<file path="src/hw/cbs_pkg.sv">
// context bank table package: sizes, field layouts, encodings, shared types.
// assumes one clock domain; every structured port of the block uses these types.

package cbs_pkg;

  // ----------------------------------------------------------------
  // sizes and counts
  // ----------------------------------------------------------------
  localparam int                 NUM_BANKS     = 8;
  localparam int                 BANK_W        = 3;
  localparam int                 IDX_W         = 4;
  localparam logic [IDX_W-1:0]   BANK_COUNT    = 4'h8;
  localparam logic [IDX_W-1:0]   S2_ONLY_COUNT = 4'h2;

  // ----------------------------------------------------------------
  // config access selects and identification layout
  // ----------------------------------------------------------------
  localparam logic [1:0]         SEL_ATTR1     = 2'h0;
  localparam logic [1:0]         SEL_ATTR2     = 2'h1;
  localparam logic [1:0]         SEL_ID1       = 2'h2;
  localparam int                 ID1_COUNT_LSB = 0;
  localparam int                 ID1_S2_LSB    = 16;
  localparam logic               UNIMPL_FAULT  = 1'b1;
  localparam logic               WIDE_TAG_SUPP = 1'b1;

  // ----------------------------------------------------------------
  // bank type encodings and reset values
  // ----------------------------------------------------------------
  localparam logic [1:0]         TYPE_S2        = 2'h0;
  localparam logic [1:0]         TYPE_S1_BYPASS = 2'h1;
  localparam logic [1:0]         TYPE_S1_FAULT  = 2'h2;
  localparam logic [1:0]         TYPE_S1_NESTED = 2'h3;
  localparam logic [31:0]        ATTR_RST       = 32'h0000_0000;

  // ----------------------------------------------------------------
  // register layouts, lsb last
  // ----------------------------------------------------------------
  typedef struct packed {
    logic [12:0] rsvd;
    logic        hyp_sel;
    logic [1:0]  bank_type;
    logic [7:0]  nest_bank;
    logic [7:0]  vm_tag;
  } cbs_attr1_t;

  typedef struct packed {
    logic [15:0] wide_tag;
    logic [13:0] rsvd;
    logic        mon_sel;
    logic        wide_addr;
  } cbs_attr2_t;

  // ----------------------------------------------------------------
  // port carriers
  // ----------------------------------------------------------------
  typedef struct packed {
    logic             valid;
    logic             secure;
    logic             write;
    logic [1:0]       sel;
    logic [IDX_W-1:0] bank;
    logic [31:0]      wdata;
  } cbs_cfg_req_t;

  typedef struct packed {
    logic        done;
    logic        fault;
    logic [31:0] rdata;
  } cbs_cfg_rsp_t;

  typedef struct packed {
    logic             valid;
    logic             maint;
    logic [IDX_W-1:0] bank;
  } cbs_lk_req_t;

  typedef struct packed {
    logic             done;
    logic             maint;
    logic [IDX_W-1:0] bank;
    logic             secure;
    logic             use_low;
    logic             use_high;
    logic             unpred;
    logic             invalid_ctx;
    logic             bypass;
    logic             nested;
    logic [7:0]       nest_bank;
    logic             tag_match;
    logic [15:0]      tag;
  } cbs_lk_rsp_t;

  // ----------------------------------------------------------------
  // shared helpers
  // ----------------------------------------------------------------
  function automatic logic bank_is_secure(input logic [IDX_W-1:0] bank,
                                          input logic [IDX_W-1:0] ns_count);
    return bank >= ns_count;
  endfunction

  function automatic logic [15:0] eff_tag(input cbs_attr1_t a1, input cbs_attr2_t a2,
                                          input logic wide_en);
    return (wide_en && WIDE_TAG_SUPP) ? a2.wide_tag : {8'h00, a1.vm_tag};
  endfunction

endpackage

</file>
<file path="src/hw/cbs_ttb_sel.sv">
// table base selection for one bank, purely combinational.
// assumes attribute fields come straight from the bank table registers.
`timescale 1ns/1ps

module cbs_ttb_sel (
  // bank attributes
  input  wire logic       secure,
  input  wire logic [1:0] bank_type,
  input  wire logic       wide_addr,
  input  wire logic       hyp_sel,
  input  wire logic       mon_sel,
  // selection
  output logic            use_low,
  output logic            use_high,
  output logic            unpred,
  output logic            invalid_ctx
);

  always_comb begin
    use_low     = 1'b1;
    use_high    = 1'b0;
    unpred      = 1'b0;
    invalid_ctx = secure && (bank_type != cbs_pkg::TYPE_S1_BYPASS);
    if (!secure) begin
      // extended address enable has no input at all
      if (bank_type == cbs_pkg::TYPE_S2) begin
        use_high = 1'b0;
      end else if (hyp_sel) begin
        use_high = 1'b0;
      end else begin
        use_high = 1'b1;
      end
    end else if (!wide_addr) begin
      use_high = !hyp_sel;
    end else if (hyp_sel && mon_sel) begin
      // no defined base: select none, flag it
      use_low = 1'b0;
      unpred  = 1'b1;
    end else if (hyp_sel ^ mon_sel) begin
      use_high = 1'b0;
    end else begin
      use_high = 1'b1;
    end
  end

endmodule

</file>
<file path="src/hw/cbs_ctx_irq.sv">
// per-bank sticky context interrupt lines.
// assumes set and clear pulses are on clk_sys.
`timescale 1ns/1ps

module cbs_ctx_irq (
  // clock and reset
  input  wire logic                          clk_sys,
  input  wire logic                          nrst,
  // events
  input  wire logic [cbs_pkg::NUM_BANKS-1:0] set,
  input  wire logic [cbs_pkg::NUM_BANKS-1:0] clear,
  // lines
  output logic      [cbs_pkg::NUM_BANKS-1:0] irq
);

  typedef struct packed {
    logic [cbs_pkg::NUM_BANKS-1:0] irq;
  } cbs_irq_state_t;

  cbs_irq_state_t st;
  cbs_irq_state_t next_st;

  always_comb begin
    // set beats clear so a fault in the clear cycle is kept
    next_st.irq = (st.irq & ~clear) | set;
  end

  always_ff @(posedge clk_sys or negedge nrst) begin
    if (!nrst) begin
      st <= '0;
    end else begin
      st <= next_st;
    end
  end

  assign irq = st.irq;

endmodule

</file>
<file path="src/hw/cbs_bank_table.sv">
// context bank attribute table with security split and table base choice.
// assumes config and lookup requests are driven from logic on clk_sys.
`timescale 1ns/1ps

module cbs_bank_table (
  // clock and reset
  input  wire logic                          clk_sys,
  input  wire logic                          nrst,
  // allocation and tag configuration
  input  wire logic [cbs_pkg::IDX_W-1:0]     nonsecure_bank_count_override,
  input  wire logic                          wide_machine_tag_enable,
  output logic      [cbs_pkg::IDX_W-1:0]     implemented_bank_count_ns,
  // configuration access
  input  wire cbs_pkg::cbs_cfg_req_t         cfg_req,
  output cbs_pkg::cbs_cfg_rsp_t              cfg_rsp,
  // lookup and maintenance
  input  wire cbs_pkg::cbs_lk_req_t          lk_req,
  output cbs_pkg::cbs_lk_rsp_t               lk_rsp,
  // context interrupts
  input  wire logic [cbs_pkg::NUM_BANKS-1:0] ctx_fault,
  input  wire logic [cbs_pkg::NUM_BANKS-1:0] ctx_irq_clear,
  output logic      [cbs_pkg::NUM_BANKS-1:0] ctx_irq
);

  // ----------------------------------------------------------------
  // state
  // ----------------------------------------------------------------
  typedef struct packed {
    cbs_pkg::cbs_attr1_t [cbs_pkg::NUM_BANKS-1:0] attr1;
    cbs_pkg::cbs_attr2_t [cbs_pkg::NUM_BANKS-1:0] attr2;
    logic [cbs_pkg::NUM_BANKS-1:0]                sec_map;
    logic [cbs_pkg::IDX_W-1:0]                    ns_count;
    cbs_pkg::cbs_cfg_rsp_t                        cfg_rsp;
    cbs_pkg::cbs_lk_rsp_t                         lk_rsp;
  } cbs_state_t;

  cbs_state_t                    st;
  cbs_state_t                    next_st;

  // ----------------------------------------------------------------
  // lookup bank decode
  // ----------------------------------------------------------------
  logic [cbs_pkg::BANK_W-1:0]    lk_idx;
  cbs_pkg::cbs_attr1_t           lk_a1;
  cbs_pkg::cbs_attr2_t           lk_a2;
  logic                          lk_sec;
  logic                          sel_low;
  logic                          sel_high;
  logic                          sel_unpred;
  logic                          sel_invalid;
  logic [cbs_pkg::NUM_BANKS-1:0] irq_set;
  logic [cbs_pkg::NUM_BANKS-1:0] irq_lines;

  assign lk_idx = lk_req.bank[cbs_pkg::BANK_W-1:0];
  assign lk_a1  = st.attr1[lk_idx];
  assign lk_a2  = st.attr2[lk_idx];
  assign lk_sec = st.sec_map[lk_idx];

  cbs_ttb_sel u_ttb_sel (
    .secure      (lk_sec),
    .bank_type   (lk_a1.bank_type),
    .wide_addr   (lk_a2.wide_addr),
    .hyp_sel     (lk_a1.hyp_sel),
    .mon_sel     (lk_a2.mon_sel),
    .use_low     (sel_low),
    .use_high    (sel_high),
    .unpred      (sel_unpred),
    .invalid_ctx (sel_invalid)
  );

  // ----------------------------------------------------------------
  // next state
  // ----------------------------------------------------------------
  always_comb begin
    logic [cbs_pkg::IDX_W-1:0]  ns_cnt;
    logic [cbs_pkg::BANK_W-1:0] ci;
    logic                       impl;
    logic                       vis;
    logic                       map_now;
    cbs_pkg::cbs_attr1_t        a1;
    cbs_pkg::cbs_attr2_t        a2;
    ns_cnt  = nonsecure_bank_count_override;
    ci      = cfg_req.bank[cbs_pkg::BANK_W-1:0];
    impl    = cfg_req.bank < cbs_pkg::BANK_COUNT;
    vis     = cfg_req.secure || !st.sec_map[ci];
    map_now = 1'b0;
    a1      = st.attr1[ci];
    a2      = st.attr2[ci];
    next_st = st;
    next_st.cfg_rsp = '0;
    next_st.lk_rsp  = '0;

    // ------------------------------------------------------------
    // security split
    // ------------------------------------------------------------
    // stage-2-only banks are handed to the secure side only in the cycle after the first edge out of reset, from the zero reset count
    if (ns_cnt < cbs_pkg::S2_ONLY_COUNT) begin
      ns_cnt = cbs_pkg::S2_ONLY_COUNT;
    end else if (ns_cnt > cbs_pkg::BANK_COUNT) begin
      ns_cnt = cbs_pkg::BANK_COUNT;
    end
    next_st.ns_count = ns_cnt;
    for (int i = 0; i < cbs_pkg::NUM_BANKS; i++) begin
      // secure banks are those at or above the non-secure count
      map_now = cbs_pkg::bank_is_secure(cbs_pkg::IDX_W'(i), st.ns_count);
      next_st.sec_map[i] = map_now;
      if (map_now != st.sec_map[i]) begin
        // stale value would leak across worlds; clear and let software set it
        next_st.attr2[i].wide_addr = 1'b0;
      end
    end

    // ------------------------------------------------------------
    // configuration access
    // ------------------------------------------------------------
    if (cfg_req.valid) begin
      next_st.cfg_rsp.done = 1'b1;
      case (cfg_req.sel)
        cbs_pkg::SEL_ID1: begin
          if (!cfg_req.write) begin
            next_st.cfg_rsp.rdata =
              (32'(cfg_req.secure ? cbs_pkg::BANK_COUNT : st.ns_count)
               << cbs_pkg::ID1_COUNT_LSB)
              | (32'(cbs_pkg::S2_ONLY_COUNT) << cbs_pkg::ID1_S2_LSB);
          end
        end
        cbs_pkg::SEL_ATTR1: begin
          if (!impl) begin
            next_st.cfg_rsp.fault = cbs_pkg::UNIMPL_FAULT;
          end else if (vis && cfg_req.write) begin
            a1      = cbs_pkg::cbs_attr1_t'(cfg_req.wdata);
            a1.rsvd = '0;
            if (wide_machine_tag_enable && cbs_pkg::WIDE_TAG_SUPP) begin
              a1.vm_tag = '0;
            end
            if (cfg_req.bank < cbs_pkg::S2_ONLY_COUNT) begin
              a1.bank_type = cbs_pkg::TYPE_S2;
            end
            next_st.attr1[ci] = a1;
          end else if (vis) begin
            if (wide_machine_tag_enable && cbs_pkg::WIDE_TAG_SUPP) begin
              a1.vm_tag = '0;
            end
            next_st.cfg_rsp.rdata = a1;
          end
        end
        cbs_pkg::SEL_ATTR2: begin
          if (!impl) begin
            next_st.cfg_rsp.fault = cbs_pkg::UNIMPL_FAULT;
          end else if (vis && cfg_req.write) begin
            a2      = cbs_pkg::cbs_attr2_t'(cfg_req.wdata);
            a2.rsvd = '0;
            if (!(wide_machine_tag_enable && cbs_pkg::WIDE_TAG_SUPP)) begin
              a2.wide_tag = '0;
            end
            next_st.attr2[ci] = a2;
          end else if (vis) begin
            if (!(wide_machine_tag_enable && cbs_pkg::WIDE_TAG_SUPP)) begin
              a2.wide_tag = '0;
            end
            next_st.cfg_rsp.rdata = a2;
          end
        end
        default: begin
          next_st.cfg_rsp.rdata = '0;
        end
      endcase
    end

    // ------------------------------------------------------------
    // lookup: sees attributes before a same-cycle config write
    // ------------------------------------------------------------
    if (lk_req.valid) begin
      next_st.lk_rsp.done  = 1'b1;
      next_st.lk_rsp.maint = lk_req.maint;
      next_st.lk_rsp.bank  = lk_req.bank;
      if (lk_req.bank >= cbs_pkg::BANK_COUNT) begin
        next_st.lk_rsp.invalid_ctx = 1'b1;
      end else begin
        next_st.lk_rsp.secure      = lk_sec;
        next_st.lk_rsp.use_low     = sel_low;
        next_st.lk_rsp.use_high    = sel_high;
        next_st.lk_rsp.unpred      = sel_unpred;
        next_st.lk_rsp.invalid_ctx = sel_invalid;
        next_st.lk_rsp.bypass      = lk_a1.bank_type == cbs_pkg::TYPE_S1_BYPASS;
        next_st.lk_rsp.nested      = lk_a1.bank_type == cbs_pkg::TYPE_S1_NESTED;
        next_st.lk_rsp.nest_bank   = lk_a1.nest_bank;
        // tag is carried on secure lookups but never used to match
        next_st.lk_rsp.tag         = cbs_pkg::eff_tag(lk_a1, lk_a2, wide_machine_tag_enable);
        next_st.lk_rsp.tag_match   = !lk_sec && !lk_a1.hyp_sel
                                     && (lk_a1.bank_type != cbs_pkg::TYPE_S2);
      end
    end
  end

  // ----------------------------------------------------------------
  // registers
  // ----------------------------------------------------------------
  // attributes have no architected reset value; zero keeps sim clean
  always_ff @(posedge clk_sys or negedge nrst) begin
    if (!nrst) begin
      st <= '0;
    end else begin
      st <= next_st;
    end
  end

  // ----------------------------------------------------------------
  // context interrupts
  // ----------------------------------------------------------------
  always_comb begin
    irq_set = ctx_fault;
    if (st.lk_rsp.done && st.lk_rsp.invalid_ctx && (st.lk_rsp.bank < cbs_pkg::BANK_COUNT)) begin
      irq_set = ctx_fault
                | (cbs_pkg::NUM_BANKS'(1) << st.lk_rsp.bank[cbs_pkg::BANK_W-1:0]);
    end
  end

  cbs_ctx_irq u_ctx_irq (
    .clk_sys (clk_sys),
    .nrst    (nrst),
    .set     (irq_set),
    .clear   (ctx_irq_clear),
    .irq     (irq_lines)
  );

  // ----------------------------------------------------------------
  // outputs
  // ----------------------------------------------------------------
  assign implemented_bank_count_ns = st.ns_count;
  assign cfg_rsp                   = st.cfg_rsp;
  assign lk_rsp                    = st.lk_rsp;
  assign ctx_irq                   = irq_lines;

endmodule

</file>
<file path="config.mk">
export PLATFORM = sky130hd
export DESIGN_NAME = cbs_bank_table
export DESIGN_NICKNAME = d
export VERILOG_FILES = /design/src/hw/cbs_pkg.sv /design/src/hw/cbs_ttb_sel.sv /design/src/hw/cbs_ctx_irq.sv /design/src/hw/cbs_bank_table.sv
export SDC_FILE = /design/constraint.sdc
export NUM_CORES = 1
export LEC_CHECK = 0
export BUFFER_PORTS_ARGS = -buffer_cell sky130_fd_sc_hd__clkbuf_2
export CAP_MARGIN = 5
export CORE_AREA = 2 2 241 243
export CTS_BUF_LIST = sky130_fd_sc_hd__clkbuf_4 sky130_fd_sc_hd__clkbuf_8
export DETAILED_ROUTE_END_ITERATION = 6
export DIE_AREA = 0 0 243 245
export PLACE_DENSITY_LB_ADDON = 0.1
export SYNTH_ARGS = -nofsm -noshare
export SYNTH_HDL_FRONTEND = slang
export SYNTH_SLANG_ARGS = --single-unit
</file>
<file path="constraint.sdc">
create_clock -name clk_sys -period 3 [get_ports clk_sys]
set_clock_uncertainty 0.2 [all_clocks]
set_input_delay 0.6 -clock clk_sys [delete_from_list [all_inputs] [get_ports clk_sys]]
set_output_delay 0.6 -clock clk_sys [all_outputs]
set_load 0.02 [all_outputs]
</file>
Word-level counts from Yosys, hierarchy flattened
Cells that the tools add are included.
{"block": "totals", "register_bits": 604, "latch_bits": 0, "mem_bits_rw": 0, "romBits": 0, "word_cells": 222, "memories": 0}
{"block": "op_classes", "n_addsub": 0, "mul": 0, "div": 0, "order_cmp": 17, "eq_ne": 13, "shifts": 1, "n_mux": 77, "n_bitwise": 5, "reduce_logical": 18}
{"cell": "$mux W225", "n": 4}
{"cell": "$bwmux W256", "n": 2}
{"cell": "$bmux W32 S3", "n": 4}
{"cell": "$mux W32", "n": 10}
{"cell": "$mux W16", "n": 7}
{"cell": "$demux W32 S3", "n": 1}
{"cell": "$pmux W32 S3", "n": 1}
{"cell": "$mux W8", "n": 7}
{"cell": "$mux W38", "n": 1}
{"cell": "$mux W34", "n": 1}
{"cell": "$mux W27", "n": 1}
{"cell": "$mux W1", "n": 25}
{"cell": "$mux W19", "n": 1}
{"cell": "$mux W18", "n": 1}
{"cell": "$ge A3 B4 Y1 const A", "n": 4}
{"cell": "$mux W4", "n": 4}
{"cell": "$or A8 B8 Y8", "n": 2}
{"cell": "$mux W2", "n": 5}
{"cell": "$and A8 B8 Y8", "n": 1}
{"cell": "$ge A1 B4 Y1 const A", "n": 2}
{"cell": "$ge A2 B4 Y1 const A", "n": 2}
{"cell": "$logic_and A1 B1 Y1", "n": 8}
{"cell": "$lt A3 B4 Y1 const B", "n": 2}
{"cell": "$lt A4 B2 Y1 const B", "n": 2}
{"cell": "other kinds (18)", "n": 33}

Depth between registers and ports, before layout
Gate-level depths: netlist (run 1).
{"block": "depth", "ltp_word": 14, "depth_mapped": 9, "ltp_nobuf": 5}

Hierarchy
Synthesis (run 1) repeated with hierarchy kept, for this count alone.
{"block": "unflattened", "hier_cells": 1436, "area_unflattened_um2": 19874.1}
{"module": "cbs_bank_table", "instances": 1, "cells_per_inst": 1406, "area_each_um2": 19548.7, "seq_area_each_um2": 9509.1}
{"module": "cbs_ctx_irq", "instances": 1, "cells_per_inst": 24, "area_each_um2": 290.3, "seq_area_each_um2": 200.2}
{"module": "cbs_ttb_sel", "instances": 1, "cells_per_inst": 6, "area_each_um2": 35.0, "seq_area_each_um2": 0.0}

Worst setup path before layout (run 1)
No wires, ideal clock.
{"block": "synth_path", "kind": "in2reg", "from": "input port cfg_req[32] (netlist bit)", "to": "register st[505] (netlist bit)", "setup_ns": 0.125, "t_arrival_ns": 2.447, "t_required_ns": 2.675, "setup_slack_ns": 0.228, "stages": 9, "cell_sequence": "buf_6 mux2i_1 mux4_2 buf_6 o211ai_4 or3_1 buf_6 buf_12 mux2_4"}
{"block": "synth_via", "elab_chain_cells": 6, "elab_cells_between_ends": 13}
{"item": "start: declaration", "line": "cbs_bank_table.sv:14", "rtl": "input wire cbs_pkg::cbs_cfg_req_t cfg_req,"}
{"item": "parallel branches: the longest is 6 deep, another holds $lt A3 B4 Y1"}
{"item": "end signal: assignment", "line": "cbs_bank_table.sv:204", "rtl": "st <= next_st;"}
{"item": "end: declaration", "line": "cbs_bank_table.sv:37", "rtl": "cbs_state_t st;"}
Several ways; the timed one is not identified. The select of a mux whose other input is x is not followed.
A chain may end at the register's enable or synchronous reset.

Worst setup path in the final report (run 1)
{"block": "layout_path", "from": "input port cfg_req[40] (netlist bit)", "to": "register st[165] (netlist bit)"}
{"block": "layout_via", "elab_chain_cells": 1}
{"item": "$reduce_and A4 Y1 (no source line)"}
Every way passes these cells.

==> flow_metrics.py, run 1 <==
metrics = {
    "run_status": {
        "outcome": "finished clean",
    },
    "critical_path": {
        "r2r-start": "st[80]",
        "crit_path_start_kind": "input pin",
        "path_class": "input pin to register",
        "cp_max_fo": 32,
        "crit_start": "cfg_req[40]",
        "crit_path_end_kind": "register",
        "arrival_ns": 2.91,
        "required_ns": 3.34,
    },
    "power": {
        "powerDensity_mw_per_mm2": 535.2,
        "power.leakage_uw": 0.01080,
        "peakVddDrop_mv": 0.2503,
    },
    "global_route": {
        "grt-ovfl-total": 0,
        "grt_pass1_vias": 14500,
        "grt_usage": 0.2199,
        "grt_pass1_wl_microns": 96790,
        "grt_max_degree": 65,
        "antenna_found_initial": 5,
    },
    "synth": {
        "yosys_warnings": 0,
        "syn_inst": 1571,
        "synth_edf_count": 0,
        "ys_seq_area_frac": 0.4922,
        "async_reset_ff_frac": 1.000,
        "synth_seq_cells": 388,
        "synth.distinct_cells": 63,
        "synth_area_sq_mm": 0.01973,
        "syn-num-nets": 1641,
        "synthFlopType": "dfrtp_1",
        "avgSynthCellArea_sq_um": 12.56,
    },
    "sta": {
        "hold_viol_final": 0,
        "setup_violations": 0,
        "fmax_mhz": 389.7,
        "grt_setup_unrepaired": "no",
        "relSlewSlack": 0.4653,
        "worst_slew_pin_slew_ns": 0.8004,
        "fin_crit_sh": 0.8553,
        "finalMaxSlewViolations": 0,
        "period_minus_slack_ns": 2.566,
        "holdWs_ns": 0.06563,
    },
    "die": {
        "dieArea_sq_mm": 0.05954,
        "start_util": 0.3459,
        "ios": 154,
        "die_x_microns": 243,
        "coreArea_sq_mm": 0.05703,
        "die-height_microns": 245,
        "num_rows": 88,
    },
    "layout": {
        "finalNetCount": 1816,
        "mostFrequentLayoutCells": "dfrtp_1 (388), nand2_1 (185), o21ai_0 (155)",
        "drive_gt1_frac": 0.3858,
        "area_delta_synth_final_pct": 18.32,
        "fin_area_sq_mm": 0.02334,
        "final_common_cell": "dfrtp_1",
    },
    "detailed_routing": {
        "drt-pass1-iter-count": 5,
        "wirelength_microns": 64140,
        "via_count": 13570,
        "wire_per_inst_microns": 25.01,
        "viasPerCell": 5.290,
        "ant_nets": 0,
        "drc": 0,
        "drt_iter0_drc": 908,
    },
    "clocking": {
        "ctsResizeCount": 0,
        "clkLatencyLatePin_ns": 0.68,
        "cts_tree": "done",
        "numCtsBuffers": 73,
        "cts_sinks": 388,
        "clock_path_buffers": 3,
        "path_clk_slew_ns": 0.05,
        "cts_root_buf": "clkbuf_8",
        "htree_levels": 3,
    },
    "placement": {
        "gp_congestion": 0.8066,
        "placed_area_sq_mm": 0.02154,
        "port_buffers": 153,
        "place_hpwl_microns": 42790,
    },
    "job": {
        "maxCapViolations": 0,
    },
    "min_path": {
        "hold_start": "cfg_req[35]",
        "hold_class": "input pin to register",
    },
}
## where the power goes
part	internal (uW)	switching [uW]
combinational	632	744
sequential	5480	201
clock	3100	2340
total	9210	3280
## flip-flops by register name, indices dropped and copies added (netlist names)
name / count
u_ctx_irq.irq: 8
lk_rsp: 38
cfg_rsp: 34
st: 304
implemented_bank_count_ns: 4
## cell usage after synthesis (all sizes together), types with 2 or more instances
cell type,count,area share
a22oi,12,0.0046
or2,8,0.0025
o2bb2ai,3,0.0013
nor2,54,0.010
nand2,185,0.035
clkbuf,59,0.011
a221o,3,0.0015
mux4,122,0.14
a22o,4,0.0018
a221oi,6,0.0027
o21a,3,0.0011
a211oi,9,0.0034
mux2i,54,0.027
a21oi,22,0.0056
nor3b,4,0.0015
o2111ai,8,0.0058
nor3,17,0.0055
or3,6,0.0019
o32ai,2,0.00089
buf,126,0.048
o22a,4,0.0018
and3,4,0.0013
nand2b,8,0.0025
mux2,168,0.11
dfrtp,388,0.49
and2,19,0.0060
o22ai,10,0.0032
inv,18,0.0034
o21ai,155,0.039
nor2b,25,0.0079
nor4,3,0.00095
a31oi,7,0.0022
nand3,15,0.0038
xnor2,7,0.0031
nand4,2,0.0014
o31ai,2,0.00076
o221ai,6,0.0027
o211ai,7,0.0036
nand3b,4,0.0015
## worst max-delay path: stages
cell and delay (ns):
dlygate4sd3_1 0.53, clkbuf_2 0.17, nor2b_1 0.16, buf_4 0.18
and2_1 0.44, o2111ai_2 0.31, buf_12 0.30, o21ai_0 0.21
## path summary, 6_finish.rpt
path | endpoint | slack [ns] | cells past startpoint
max in group asynchronous | st[471] | 1.49 | 3
worst max register to register | st[442] | 0.49 | 6
worst min register to register | st[242] | 0.29 | 2
worst max-delay path | st[165] | 0.43 | 8
min in group asynchronous | u_ctx_irq.irq[5] | 0.29 | 2
worst min-delay path | cfg_rsp[32] | 0.07 | 3
## final cells by class
type                       count  area (sq um)
sequential                   388          9709
clock buffer                 120          1476
timing repair buffer         285          2282
fill                        5541         33690
multi-input combinational    980          8787
tap                          765         957.2
inverter                      18         67.56
clock inverter                 8         58.81
antenna                        1         2.502
## timing repair
item | CTS | global route
hold endpoints to repair | 72 | 0
setup endpoints to repair | 0 | 0
buffers inserted | 0 | 0
hold buffers | 26 | 0
## per-layer routing
metal / track usage / up-vias / wire [microns]
li1: - / 6015 / -
met1: 0.2872 / 7087 / 27660
met2: 0.3683 / 371 / 31760
met3: 0.04505 / 93 / 3349
met4: 0.06748 / 2 / 1352
met5: 0 / - / 13
## kinds of logic (layout without fill, tap and decap cells)
group / count (synthesis) / in the layout / synth area share
buffers and inverters: 203 / 431 / 0.06241
xor gates and xnor gates: 8 / 8 / 0.003552
other: 0 / 1 / 0
DFF: 388 / 388 / 0.4922
AOI/OAI and AO/OA: 272 / 272 / 0.08645
and+or+nand+nor: 356 / 356 / 0.08334
muxes: 344 / 344 / 0.2721
## metrics by stage
stage	power (uW)	std cells	util	TNS, ns	setup slack, ns
final	12490	2565	0.4092	0	0.4342
after global routing	13080	2565	0.4092	0	0.3075
after CTS	12690	2564	0.4092	0	0.4708
after detailed placement	7128	2410	0.3777	-0.01831	-0.01831
after global placement	7109	2410	0.3777	-0.03003	-0.03003
after floorplan	6530	1571	-	0	0.2281
No activity file was read; power rests on OpenSTA's default activity.
==> run 2: changes to the inputs <==
Settings changed: MAX_ROUTING_LAYER set to met4.
==> run 2 against run 1 <==
  * Combinational power about the same
  * Critical path depth stayed put
  * Sequential share of layout area is essentially flat
  * Sequential cell count stayed put
  * Largest cell class unchanged
  * Maximum frequency increased by 0.30%
  * Count of clock-buffer cells in the layout did not move
  * Worst setup slack improved by 0.0077 ns
  * Hold slack gained 0.010 ns
  * Largest power group unchanged
  * Total power about the same
  * Global-route usage rose by 0.66 points
  * Routed wire length hardly changed
  * Clock power about the same
==> flow_metrics.py, run 2 (same netlist as run 1, synthesis figures left out) <==
metrics = {
    "run_status": {
        "outcome": "finished clean",
    },
    "placement": {
        "placed_area_sq_mm": 0.02154,
        "placed_cells": 2410,
        "port_buffers": 153,
        "place_hpwl_microns": 42790,
        "gp_congestion": 0.8190,
    },
    "sta": {
        "fin_setup_tns_ns": 0,
        "worst_slew_pin_slew_ns": 0.7990,
        "grt_setup_unrepaired": "no",
        "relSlewSlack": 0.4662,
        "finalMaxSlewViolations": 0,
        "period_minus_slack_ns": 2.558,
        "setup_violations": 0,
        "fmax_mhz": 390.9,
        "hold_viol_final": 0,
        "fin_crit_sh": 0.8527,
    },
    "detailed_routing": {
        "drt-pass1-iter-count": 5,
        "wl_met3_microns": 3158,
        "met1Wirelength_microns": 27860,
        "wire_per_inst_microns": 25.01,
        "drt_iter0_drc": 900,
        "wirelength_microns": 64180,
        "viasPerCell": 5.300,
        "drc": 0,
        "ant_nets": 0,
        "routed-wl-met2_microns": 31900,
        "via_count": 13600,
        "top_layer_used": "met4",
    },
    "global_route": {
        "grt_usage": 0.2265,
        "antenna_found_initial": 5,
        "grt_pass1_vias": 14470,
        "grt_pass1_wl_microns": 96870,
        "grt-ovfl-total": 0,
        "grt_max_degree": 65,
    },
    "die": {
        "num_rows": 88,
        "die_x_microns": 243,
        "dieArea_sq_mm": 0.05954,
        "start_util": 0.3459,
        "die-height_microns": 245,
        "coreArea_sq_mm": 0.05703,
        "ios": 154,
    },
    "layout": {
        "nFillCells": 5540,
        "largest_reg_flops": 304,
        "final_common_cell": "dfrtp_1",
        "area_delta_synth_final_pct": 18.33,
        "mostFrequentLayoutCells": "dfrtp_1 (388), nand2_1 (185), o21ai_0 (155)",
        "fin_cells": 2566,
        "fin_area_sq_mm": 0.02334,
        "regMostFlops": "st",
        "drive_gt1_frac": 0.3858,
        "multi_input_area_sq_mm": 0.008787,
        "ff_latch_area_sq_mm": 0.009709,
        "finalNetCount": 1816,
    },
    "clocking": {
        "path_clk_slew_ns": 0.05,
        "cts_tree": "done",
        "clkLatencyLatePin_ns": 0.69,
        "ctsResizeCount": 0,
        "cts_hold_buf": 26,
        "clock_path_buffers": 3,
        "htree_levels": 3,
        "cts_setup_buffers": 0,
        "cts_sinks": 388,
        "numCtsBuffers": 73,
        "cts_root_buf": "clkbuf_8",
    },
    "critical_path": {
        "crit_path_start_kind": "input pin",
        "crit_family": "buffers and inverters",
        "crit_path_max_incr_delay_ns": 0.53,
        "required_ns": 3.34,
        "arrival_ns": 2.90,
        "cp_max_fo": 32,
        "crit_path_end_kind": "register",
        "crit_chain": "dlygate4sd3_1, clkbuf_2, nor2b_1, buf_4, and2_1, o2111ai_2, buf_12, o21ai_0",
        "slowest_stage": "dlygate4sd3_1",
        "path_class": "input pin to register",
        "cp_num_buf_inv": 4,
    },
    "power": {
        "peakVddDrop_mv": 0.2517,
        "power.leakage_uw": 0.01080,
        "powerDensity_mw_per_mm2": 535.1,
    },
    "min_path": {
        "hold_class": "input pin to register",
    },
    "job": {
        "maxCapViolations": 0,
    },
}
## run 2: per-layer routing
metal | global-route usage | vias up
met4 | 0.06478 | 0
met3 | 0.04363 | 89
met2 | 0.3707 | 367
li1 | - | 6030
met5 | - | -
met1 | 0.2873 | 7115
## run 2: worst paths after layout
kind	from	cells after the start	endpoint	slack (ns)
max in group asynchronous	nrst	3	st[471]	1.50
min in group asynchronous	nrst	2	u_ctx_irq.irq[5]	0.28
setup reg to reg	st[81]	6	st[534]	0.49
hold reg to reg	st[242]	2	st[242]	0.30
setup / recovery	cfg_req[40]	8	st[165]	0.44
hold / removal	cfg_req[35]	3	cfg_rsp[32]	0.08
## run 2: worst register-to-register path: stages (launching register included)
cell and delay [ns]:
dfrtp_1 0.40, mux2i_1 0.09, mux4_2 0.55, o211ai_4 0.32
or3_1 0.24, buf_4 0.22, mux2_2 0.35
## run 2: per-stage QoR
step	hold slack (ns)	setup slack [ns]	util	total power, uW
2_1_floorplan	0.1044	0.2281	-	6530
3_3_place_gp	0.2778	-0.03003	0.3777	7109
3_5_place_dp	0.2848	-0.01831	0.3777	7128
4_1_cts	0.02479	0.4708	0.4092	12690
5_1_grt	0.06523	0.3112	0.4093	13080
6_report	0.07593	0.4419	0.4093	12490
## run 2: area by class of cell
cell class	count	share of cell area
antenna	2	0.0002144
clock buffer	120	0.06325
clock inverter	8	0.002519
inverter	18	0.002894
multi-input combinational	980	0.3764
sequential	388	0.4159
tap	765	0.04100
timing repair buffer	285	0.09777
## run 2: where the power goes
| part | switching (uW) | internal (uW) | leakage (uW) |
|---|---|---|---|
| sequential | 201 | 5480 | 0.00531 |
| combinational | 745 | 632 | 0.00468 |
| clock | 2340 | 3100 | 0.000817 |
